<file path="config.mk">
export PLATFORM = sky130hd
export DESIGN_NAME = return_address_stack
export DESIGN_NICKNAME = d
export VERILOG_FILES = /design/src/ras_pkg.sv /design/src/ras_slot_store.sv /design/src/return_address_stack.sv
export SDC_FILE = /design/constraint.sdc
export NUM_CORES = 1
export LEC_CHECK = 0
export BUFFER_PORTS_ARGS = -buffer_cell sky130_fd_sc_hd__buf_2
export CORE_MARGIN = 2
export CORE_UTILIZATION = 40
export CTS_CLUSTER_DIAMETER = 30
export DETAILED_ROUTE_END_ITERATION = 8
export GPL_TIMING_DRIVEN = 0
export PLACE_DENSITY = 0.57
export SKIP_CTS_REPAIR_TIMING = 1
export SYNTH_ARGS = -nofsm -noshare
export SYNTH_HDL_FRONTEND = slang
export SYNTH_SLANG_ARGS = --single-unit
</file>
<file path="constraint.sdc">
create_clock -name i_core_clk -period 10.9 [get_ports i_core_clk]
set_input_delay 1.635 -clock i_core_clk [delete_from_list [all_inputs] [get_ports i_core_clk]]
set_output_delay 1.635 -clock i_core_clk [all_outputs]
set_load 0.02 [all_outputs]
</file>
<file path="src/ras_pkg.sv">
// package: constants and types for the return-address stack
package ras_pkg;

  localparam int unsigned PTR_W       = 4;
  localparam int unsigned ADDR_W      = 13;
  localparam int unsigned SLOT_W      = 16;
  localparam int unsigned SLOT_COUNT  = 9;
  localparam int unsigned REG_ADDR_W  = 7;

  localparam logic [REG_ADDR_W-1:0] STACK_POINTER_OFFSET = 7'h01;
  localparam logic [PTR_W-1:0]      STACK_POINTER_RESET  = 4'h9;
  localparam logic [PTR_W-1:0]      LAST_SLOT            = 4'h8;
  localparam logic [PTR_W-1:0]      PTR_ONE              = 4'h1;

  // operation requested by the instruction sequencer
  typedef enum logic [2:0]
  {
    OP_NONE      = 3'b000,
    OP_CALL      = 3'b001,
    OP_RETURN    = 3'b010,
    OP_TABLE     = 3'b011,
    OP_INTERRUPT = 3'b100,
    OP_PUSH      = 3'b101,
    OP_POP       = 3'b110
  } stack_op_t;

  typedef struct packed
  {
    logic                  valid;
    logic                  write;
    logic [REG_ADDR_W-1:0] addr;
    logic [PTR_W-1:0]      wdata;
  } reg_req_t;

  typedef struct packed
  {
    logic              valid;
    logic [ADDR_W-1:0] addr;
  } addr_load_t;

endpackage

</file>
<file path="src/ras_slot_store.sv">
// slot storage of the return-address stack: nine slots, upper bits zero
`timescale 1ns/100ps
`default_nettype none
module ras_slot_store
(
  input  wire logic                       i_core_clk,
  input  wire logic                       i_rst_n,
  input  wire logic                       i_ce,
  input  wire logic                       i_we,
  input  wire logic [ras_pkg::PTR_W-1:0]  i_waddr,
  input  wire logic [ras_pkg::ADDR_W-1:0] i_wdata,
  input  wire logic [ras_pkg::PTR_W-1:0]  i_raddr,
  output logic      [ras_pkg::SLOT_W-1:0] o_rdata
);
  import ras_pkg::*;

  logic [ADDR_W-1:0] slot_q [SLOT_COUNT];

  // ************************************************************
  // slot registers
  // ************************************************************
  genvar g;
  generate
    for (g = 0; g < SLOT_COUNT; g++)
    begin : g_slot
      always_ff @(posedge i_core_clk or negedge i_rst_n)
      begin
        if (!i_rst_n)
          slot_q[g] <= '0;
        else if (i_ce && i_we && i_waddr == PTR_W'(g))
          slot_q[g] <= i_wdata;
      end
    end
  endgenerate

  // ************************************************************
  // read port
  // ************************************************************
  always_comb
  begin
    // slots 9..15 have no storage; they read zero
    if (i_raddr <= LAST_SLOT)
      o_rdata = {3'h0, slot_q[i_raddr]};
    else
      o_rdata = '0;
  end
endmodule
`default_nettype wire

</file>
<file path="src/return_address_stack.sv">
// return-address stack: pointer, sequencer operations and register port
// What this block does
// - four-bit stack pointer selects sixteen slot positions
// - pointer read/write at register address 01H
// - every reset loads pointer with 1001b; clock-stop and chip-enable resets only while i_ce is high
// - call decrements pointer, then saves return
// - return loads counter from slot, then increments
// - table reference starts with decrement and save
// - table reads word, restores counter, increments
// - interrupt decrements pointer, then saves return
// - interrupt return restores counter, then increments
// - push decrements, then stores address pointer
// - pop loads address pointer, then increments
// - slots nine to fifteen read zero
// - nine slots, upper three bits zero
`timescale 1ns/100ps
`default_nettype none
module return_address_stack
(
  input  wire logic                       i_core_clk,
  input  wire logic                       i_rst_n,
  input  wire logic                       i_ce,
  input  wire logic                       i_clock_stop_reset,
  input  wire logic                       i_chip_enable_reset,
  input  wire ras_pkg::stack_op_t         i_op,
  input  wire logic [ras_pkg::ADDR_W-1:0] i_next_pc,
  input  wire logic [ras_pkg::ADDR_W-1:0] i_address_pointer_register,
  input  wire logic [ras_pkg::SLOT_W-1:0] i_table_word,
  input  wire ras_pkg::reg_req_t          i_reg_req,
  output logic      [ras_pkg::PTR_W-1:0]  o_reg_rdata,
  output logic      [ras_pkg::ADDR_W-1:0] o_table_addr,
  output logic                            o_busy,
  output ras_pkg::addr_load_t             o_program_counter_load,
  output ras_pkg::addr_load_t             o_address_pointer_load,
  output logic                            o_table_data_buffer_load,
  output logic      [ras_pkg::SLOT_W-1:0] o_table_data_buffer,
  output logic      [ras_pkg::PTR_W-1:0]  o_stack_pointer
);
  import ras_pkg::*;

  typedef enum logic [1:0]
  {
    ST_IDLE  = 2'b00,
    ST_FETCH = 2'b01,
    ST_RESTORE = 2'b10
  } table_state_t;

  logic [1:0]        rst_sync_q;
  logic              rst_n_int;
  logic [PTR_W-1:0]  stack_pointer_q;
  logic [PTR_W-1:0]  stack_pointer_d;
  logic [SLOT_W-1:0] slot_rdata;
  logic              slot_we;
  logic [ADDR_W-1:0] slot_wdata;
  table_state_t      table_state_q;
  table_state_t      table_state_d;
  logic [ADDR_W-1:0] table_addr_q;
  logic              pc_load_valid_q;
  logic [ADDR_W-1:0] pc_load_addr_q;
  logic              apr_load_valid_q;
  logic [ADDR_W-1:0] apr_load_addr_q;
  logic              op_idle;
  logic              table_start;
  logic              sp_step_down;
  logic              sp_step_up;
  logic              sp_write;
  logic              sync_reset;
  logic              pc_restore;
  logic              apr_restore;
  logic              reg_read;
  logic [PTR_W-1:0]  sp_dec;
  logic [PTR_W-1:0]  sp_inc;
  logic              tdb_load_q;
  logic [SLOT_W-1:0] tdb_q;
  logic [PTR_W-1:0]  reg_rdata_q;

  // decrementing ops write the slot the new pointer selects
  function automatic logic is_save_op(input stack_op_t op);
    return op == OP_CALL || op == OP_TABLE || op == OP_INTERRUPT || op == OP_PUSH;
  endfunction

  // incrementing ops read the slot the current pointer selects
  function automatic logic is_restore_op(input stack_op_t op);
    return op == OP_RETURN || op == OP_POP;
  endfunction

  // register port decode, shared by the write and read paths
  function automatic logic hits_stack_pointer(input reg_req_t req);
    return req.valid && req.addr == STACK_POINTER_OFFSET;
  endfunction

  // ************************************************************
  // reset release
  // ************************************************************
  always_ff @(posedge i_core_clk or negedge i_rst_n)
  begin
    if (!i_rst_n)
      rst_sync_q <= 2'h0;
    else
      rst_sync_q <= {rst_sync_q[0], 1'b1};
  end

  // release is synchronised so no flop leaves reset a cycle early
  assign rst_n_int = rst_sync_q[1];

  // ************************************************************
  // operation decode
  // ************************************************************
  // ops are taken only while no table reference is in flight
  assign op_idle      = (table_state_q == ST_IDLE);
  assign table_start  = op_idle && (i_op == OP_TABLE);
  assign sp_step_down = op_idle && is_save_op(i_op);
  assign sp_step_up   = (table_state_q == ST_RESTORE)
                        || (op_idle && is_restore_op(i_op));
  // a write loses against an op in the same cycle
  assign sp_write     = op_idle && i_reg_req.write && hits_stack_pointer(i_reg_req);
  assign reg_read     = i_reg_req.valid && !i_reg_req.write;
  assign sync_reset   = i_clock_stop_reset || i_chip_enable_reset;
  assign sp_dec       = stack_pointer_q - PTR_ONE;
  assign sp_inc       = stack_pointer_q + PTR_ONE;
  assign pc_restore   = (table_state_q == ST_RESTORE)
                        || (op_idle && i_op == OP_RETURN);
  assign apr_restore  = op_idle && (i_op == OP_POP);

  // ************************************************************
  // slot storage
  // ************************************************************
  assign slot_we = sp_step_down;

  // push saves the address pointer, others the next instruction address
  always_comb
  begin
    case (i_op)
      OP_PUSH:
        slot_wdata = i_address_pointer_register;
      default:
        slot_wdata = i_next_pc;
    endcase
  end

  ras_slot_store u_slots
  (
    .i_core_clk (i_core_clk),
    .i_rst_n    (rst_n_int),
    .i_ce       (i_ce),
    .i_we       (slot_we),
    .i_waddr    (sp_dec),
    .i_wdata    (slot_wdata),
    .i_raddr    (stack_pointer_q),
    .o_rdata    (slot_rdata)
  );

  // ************************************************************
  // table reference sequence
  // ************************************************************
  always_comb
  begin
    table_state_d = table_state_q;
    case (table_state_q)
      ST_IDLE:
        if (table_start)
          table_state_d = ST_FETCH;
      ST_FETCH:
        table_state_d = ST_RESTORE;
      ST_RESTORE:
        table_state_d = ST_IDLE;
      default:
        table_state_d = ST_IDLE;
    endcase
  end

  always_ff @(posedge i_core_clk or negedge rst_n_int)
  begin
    if (!rst_n_int)
      table_state_q <= ST_IDLE;
    else if (i_ce)
      table_state_q <= table_state_d;
  end

  always_ff @(posedge i_core_clk or negedge rst_n_int)
  begin
    if (!rst_n_int)
      table_addr_q <= '0;
    else if (i_ce && table_start)
      table_addr_q <= i_address_pointer_register;
  end

  always_ff @(posedge i_core_clk or negedge rst_n_int)
  begin
    if (!rst_n_int)
      tdb_load_q <= 1'b0;
    else if (i_ce)
      tdb_load_q <= (table_state_q == ST_FETCH);
  end

  // the buffer keeps the fetched word until the next table reference
  always_ff @(posedge i_core_clk or negedge rst_n_int)
  begin
    if (!rst_n_int)
      tdb_q <= '0;
    else if (i_ce && table_state_q == ST_FETCH)
      tdb_q <= i_table_word;
  end

  // ************************************************************
  // stack pointer
  // ************************************************************
  always_comb
  begin
    stack_pointer_d = stack_pointer_q;
    if (sp_step_up)
      stack_pointer_d = sp_inc;
    else if (sp_step_down)
      stack_pointer_d = sp_dec;
    else if (sp_write)
      stack_pointer_d = i_reg_req.wdata;
  end

  always_ff @(posedge i_core_clk or negedge rst_n_int)
  begin
    if (!rst_n_int)
      stack_pointer_q <= STACK_POINTER_RESET;
    else if (i_ce)
    begin
      // clock-stop and chip-enable resets win over any op or write
      if (sync_reset)
        stack_pointer_q <= STACK_POINTER_RESET;
      else
        stack_pointer_q <= stack_pointer_d;
    end
  end

  // ************************************************************
  // restore to program counter
  // ************************************************************
  always_ff @(posedge i_core_clk or negedge rst_n_int)
  begin
    if (!rst_n_int)
      pc_load_valid_q <= 1'b0;
    else if (i_ce)
      pc_load_valid_q <= pc_restore;
  end

  // the address stands until the next restore
  always_ff @(posedge i_core_clk or negedge rst_n_int)
  begin
    if (!rst_n_int)
      pc_load_addr_q <= '0;
    else if (i_ce && pc_restore)
      pc_load_addr_q <= slot_rdata[ADDR_W-1:0];
  end

  // ************************************************************
  // restore to address pointer
  // ************************************************************
  always_ff @(posedge i_core_clk or negedge rst_n_int)
  begin
    if (!rst_n_int)
      apr_load_valid_q <= 1'b0;
    else if (i_ce)
      apr_load_valid_q <= apr_restore;
  end

  always_ff @(posedge i_core_clk or negedge rst_n_int)
  begin
    if (!rst_n_int)
      apr_load_addr_q <= '0;
    else if (i_ce && apr_restore)
      apr_load_addr_q <= slot_rdata[ADDR_W-1:0];
  end

  // ************************************************************
  // register read port
  // ************************************************************
  always_ff @(posedge i_core_clk or negedge rst_n_int)
  begin
    if (!rst_n_int)
      reg_rdata_q <= '0;
    else if (i_ce && reg_read)
    begin
      // other addresses read as zero
      if (hits_stack_pointer(i_reg_req))
        reg_rdata_q <= stack_pointer_q;
      else
        reg_rdata_q <= '0;
    end
  end

  // ************************************************************
  // outputs
  // ************************************************************
  assign o_reg_rdata              = reg_rdata_q;
  assign o_table_addr             = table_addr_q;
  assign o_busy                   = (table_state_q != ST_IDLE);
  assign o_program_counter_load   = '{valid: pc_load_valid_q, addr: pc_load_addr_q};
  assign o_address_pointer_load   = '{valid: apr_load_valid_q, addr: apr_load_addr_q};
  assign o_table_data_buffer_load = tdb_load_q;
  assign o_table_data_buffer      = tdb_q;
  assign o_stack_pointer          = stack_pointer_q;
endmodule
`default_nettype wire

</file>
==> summary.txt <==
Worst setup path
  • Reg-to-Reg End: u_slots.slot_q[83]$_DFFE_PN0P_
  • Startpoint Class: input pin
  • Critical-path top delay cell: mux2i_1
  • Most common cell on crit path: buf_2
  • Critical path arrival: approximately 3400 ps
  • R2R depth: 10
  • Critical Path Max Stage Delay: 630 ps
  • Reg2reg setup slack: 8060 ps
  • Crit-path cells: buf_2, nand3b_1, buf_2, buf_2, mux2i_1, a21oi_1
  • CP Class: in2reg
  • Worst path required time: between 10000 and 15000 ps
  • Crit path from: i_op[1]
  • Critical-path maximum fanout: 10
  • CP endpoint kind: register
  • Worst r2r src: o_stack_pointer[0]$_DFFE_PN1P_

Pwr
  • Pleak: around 5.1 nW
  • Pwr per Cell Area: between 150 and 200 mW/mm^2
  • VDD IR max: between 0.1 and 0.15 mV

Logic synthesis
  • Most frequent cell after synthesis: dfrtp_1
  • Sequential-to-total area share from yosys stat: between 50% and 60%
  • Number of cells produced by synthesis: around 670
  • Synth Register Bits: between 150 and 200
  • Post-Syn Area: ~0.0088 sq mm
  • Avg Cell Area, Syn: 13.1 sq um
  • Primary FF master, synth: dfrtp_1
  • Yosys warns: 0
  • Synth area leaders: dfrtp_1 (53%), mux2_2 (9.1%), mux2_4 (6.9%), mux4_2 (5.4%), a21oi_1 (3.8%)
  • Asr flop ratio synth: 100%
  • Synth Net Count: 738
  • Area share of the largest cell type after synthesis: a little over half
  • EDFF count, synth: 0
  • Commonest cells in the netlist: dfrtp_1 (185), nor2_1 (72), mux2_2 (71), a21oi_1 (66), mux2_4 (40)
  • Yosys top cell by area: dfrtp_1
  • Netlist cell types: 52

Clock network
  • Clk Latency, worst-skew pair: between 400 and 500 ps
  • Root Driver: clkbuf_16
  • CTS tree: built
  • Clock tree buffer depth: 2
  • CTS sink count: 187
  • CTS Buf Count: 17
  • H-tree depth: 4
  • Worst-path clk slew: 70 ps

Finish
  • Nets@finish: slightly below 900
  • Finished Layout Cells: around 1100
  • ANT cells: 0
  • Final instance area: 0.0104 sq mm
  • # fillers: about 1900
  • Share of cells above drive strength 1: roughly 41%
  • Area grow syn2layout: 18.7%

Routing
  • Vias per cell: about 5.4
  • WL per Instance: 19.8 microns
  • Top layer in use: met4
  • Drt first-iter violations: 400
  • Routed wl met2: around 11000 microns
  • Drt pass-1 iters: 4
  • Number of nets with antenna violations after routing: 0
  • Total Routed Length: approximately 22000 microns
  • Routed met3 length: between 1000 and 1500 microns
  • Wl on met1: a little over 9000 microns
  • Via count: 5941
  • # DRC: 0

Die
  • Die H: between 150 and 200 microns
  • Die area: ~0.023 sq mm
  • Core Area: 0.0217 sq mm
  • Starting Density: approximately two fifths
  • # rows: 54
  • DIE WIDTH: roughly 150 microns
  • I/O pin count: 130

Worst hold path
  • Worst hold path endpoint: rst_sync_q[1]$_DFF_PN0_
  • HP Start: rst_sync_q[0]$_DFF_PN0_
  • Worst hold path class: reg2reg
  • Cells on Worst Hold Path: 0

Global routing
  • Initial antenna violation count: 0
  • Gr ovfl total: 0
  • Gr usage total: 19.8%
  • Vias in the first global route: 6500
  • Largest net degree at the start of global routing: between 70 and 80
  • First-pass GRT wire length: approximately 36000 microns

STA
  • Max Fclk: about 0.32 GHz
  • Post-layout min period: between 3000 and 4000 ps
  • Period utilization: about 29%
  • Max-slew violations: 0
  • Fin. Hold Viols: 0
  • Finish-stage setup viols: 0
  • Clock skew: roughly 8.2 ps
  • Least-Margin Pin Slew: 856 ps
  • Relative slew slack: a little over two fifths
  • Unrepaired setup endpoints after global routing: false
  • TNS Setup: 0 ps

Placement
  • DP Area: between 0.009 and 0.01 sq mm
  • I/O Buffers: about 130
  • Post-Place Cells: between 1000 and 1500
  • GP Congestion: approximately 0.86
  • Detail Placement HPWL: around 16000 microns

Run status
  • Status: complete, no violations

Flow run
  • Max cap viols: 0
[layout make-up]
| class | instances | area, sq um | share of cell area (%) |
|---|---|---|---|
| buffer | 51 | 314 | 3.02 |
| clock inverter | 12 | 139 | 1.34 |
| clock buffer | 19 | 453 | 4.36 |
| tap | 280 | 350 | 3.37 |
| inverter | 10 | 37.5 | 0.361 |
| timing repair buffer | 130 | 696 | 6.69 |
| multi-input combinational | 421 | 3720 | 35.8 |
| sequential | 187 | 4690 | 45.1 |
[where the power goes]
| part | internal (mW) | switching (mW) | total, mW | leakage (nW) |
|---|---|---|---|---|
| sequential | 0.846 | 0.0844 | 0.931 | 2.45 |
| clock | 0.351 | 0.273 | 0.624 | 0.278 |
| combinational | 0.217 | 0.218 | 0.436 | 2.39 |
| total | 1.41 | 0.576 | 1.99 | 5.12 |
[cell usage in the layout, fill, tap and decap left out, types with 4 or more instances in the layout]
cell        count
a21oi_1        66
a221oi_1        6
a22o_1          5
and3_1         13
buf_1           4
buf_2         157
buf_6          10
clkbuf_1        5
clkbuf_16      17
clkinvlp_4      4
dfrtp_1       184
ha_1            6
inv_1          10
mux2_1         14
mux2_2         71
mux2_4         40
mux2i_1        27
mux4_2         21
nand2_1         5
nand3_1         7
nor2_1         72
nor3_1          8
o21ai_0         4
o21ai_1         4
o2bb2ai_1      13
[cell families (layout without fill, tap and decap cells)]
family / after synthesis / in the layout / synth area share, %
adder cells (fa/ha/maj): 6 / 6 / 0.857
flip-flops: 187 / 187 / 53.5
other: 1 / 1 / 0.0428
AND/OR/NAND/NOR: 122 / 122 / 6.80
multiplexers: 173 / 173 / 26.3
AO/OA/AOI/OAI: 119 / 119 / 8.56
buffers and inverters: 61 / 222 / 4.01
[per-layer routing]
layer	track usage (%)	vias up
met5	0	-
met4	9.08	0
met3	3.42	38
met2	32.9	175
met1	25.4	3015
li1	-	2713
[per-stage QoR]
stage	util, %	setup slack, ps	total power, mW	hold WS (ps)
floorplan	-	5310	1.24	331
global placement	45.0	3620	1.36	338
detailed placement	45.2	7300	1.38	340
CTS	48.0	7770	2.01	356
global route	48.0	7670	2.09	358
finish	48.0	7780	1.99	353
[worst max-delay path by stage]
stage | endpoint | slack (ps)
final | u_slots.slot_q[24]$_DFFE_PN0P_ | 7780
after floorplan | apr_load_addr_q[0]$_DFFE_PN0P_ | 5310
after global placement | o_table_data_buffer[7]$_DFFE_PN0P_ | 3620
after detailed placement | u_slots.slot_q[15]$_DFFE_PN0P_ | 7300
after CTS | u_slots.slot_q[15]$_DFFE_PN0P_ | 7770
after global routing | u_slots.slot_q[40]$_DFFE_PN0P_ | 7670
[state kept, by name, indices dropped and copies added (netlist names)]
| name | count |
|---|---|
| o_stack_pointer | 4 |
| pc_load_valid_q | 1 |
| o_reg_rdata | 4 |
| apr_load_addr_q | 13 |
| rst_sync_q | 2 |
| o_table_addr | 13 |
| o_table_data_buffer | 16 |
| pc_load_addr_q | 13 |
| o_table_data_buffer_load | 1 |
| u_slots.slot_q | 117 |
| table_state_q | 2 |
| apr_load_valid_q | 1 |
[worst max-delay path, delay by kind of cell]
family	cells	cell delay, ps
buf+inv	3	800
mux	1	630
compound gates	1	170
simple gates	1	140
Note: power is estimated with default switching activity, not from simulation.
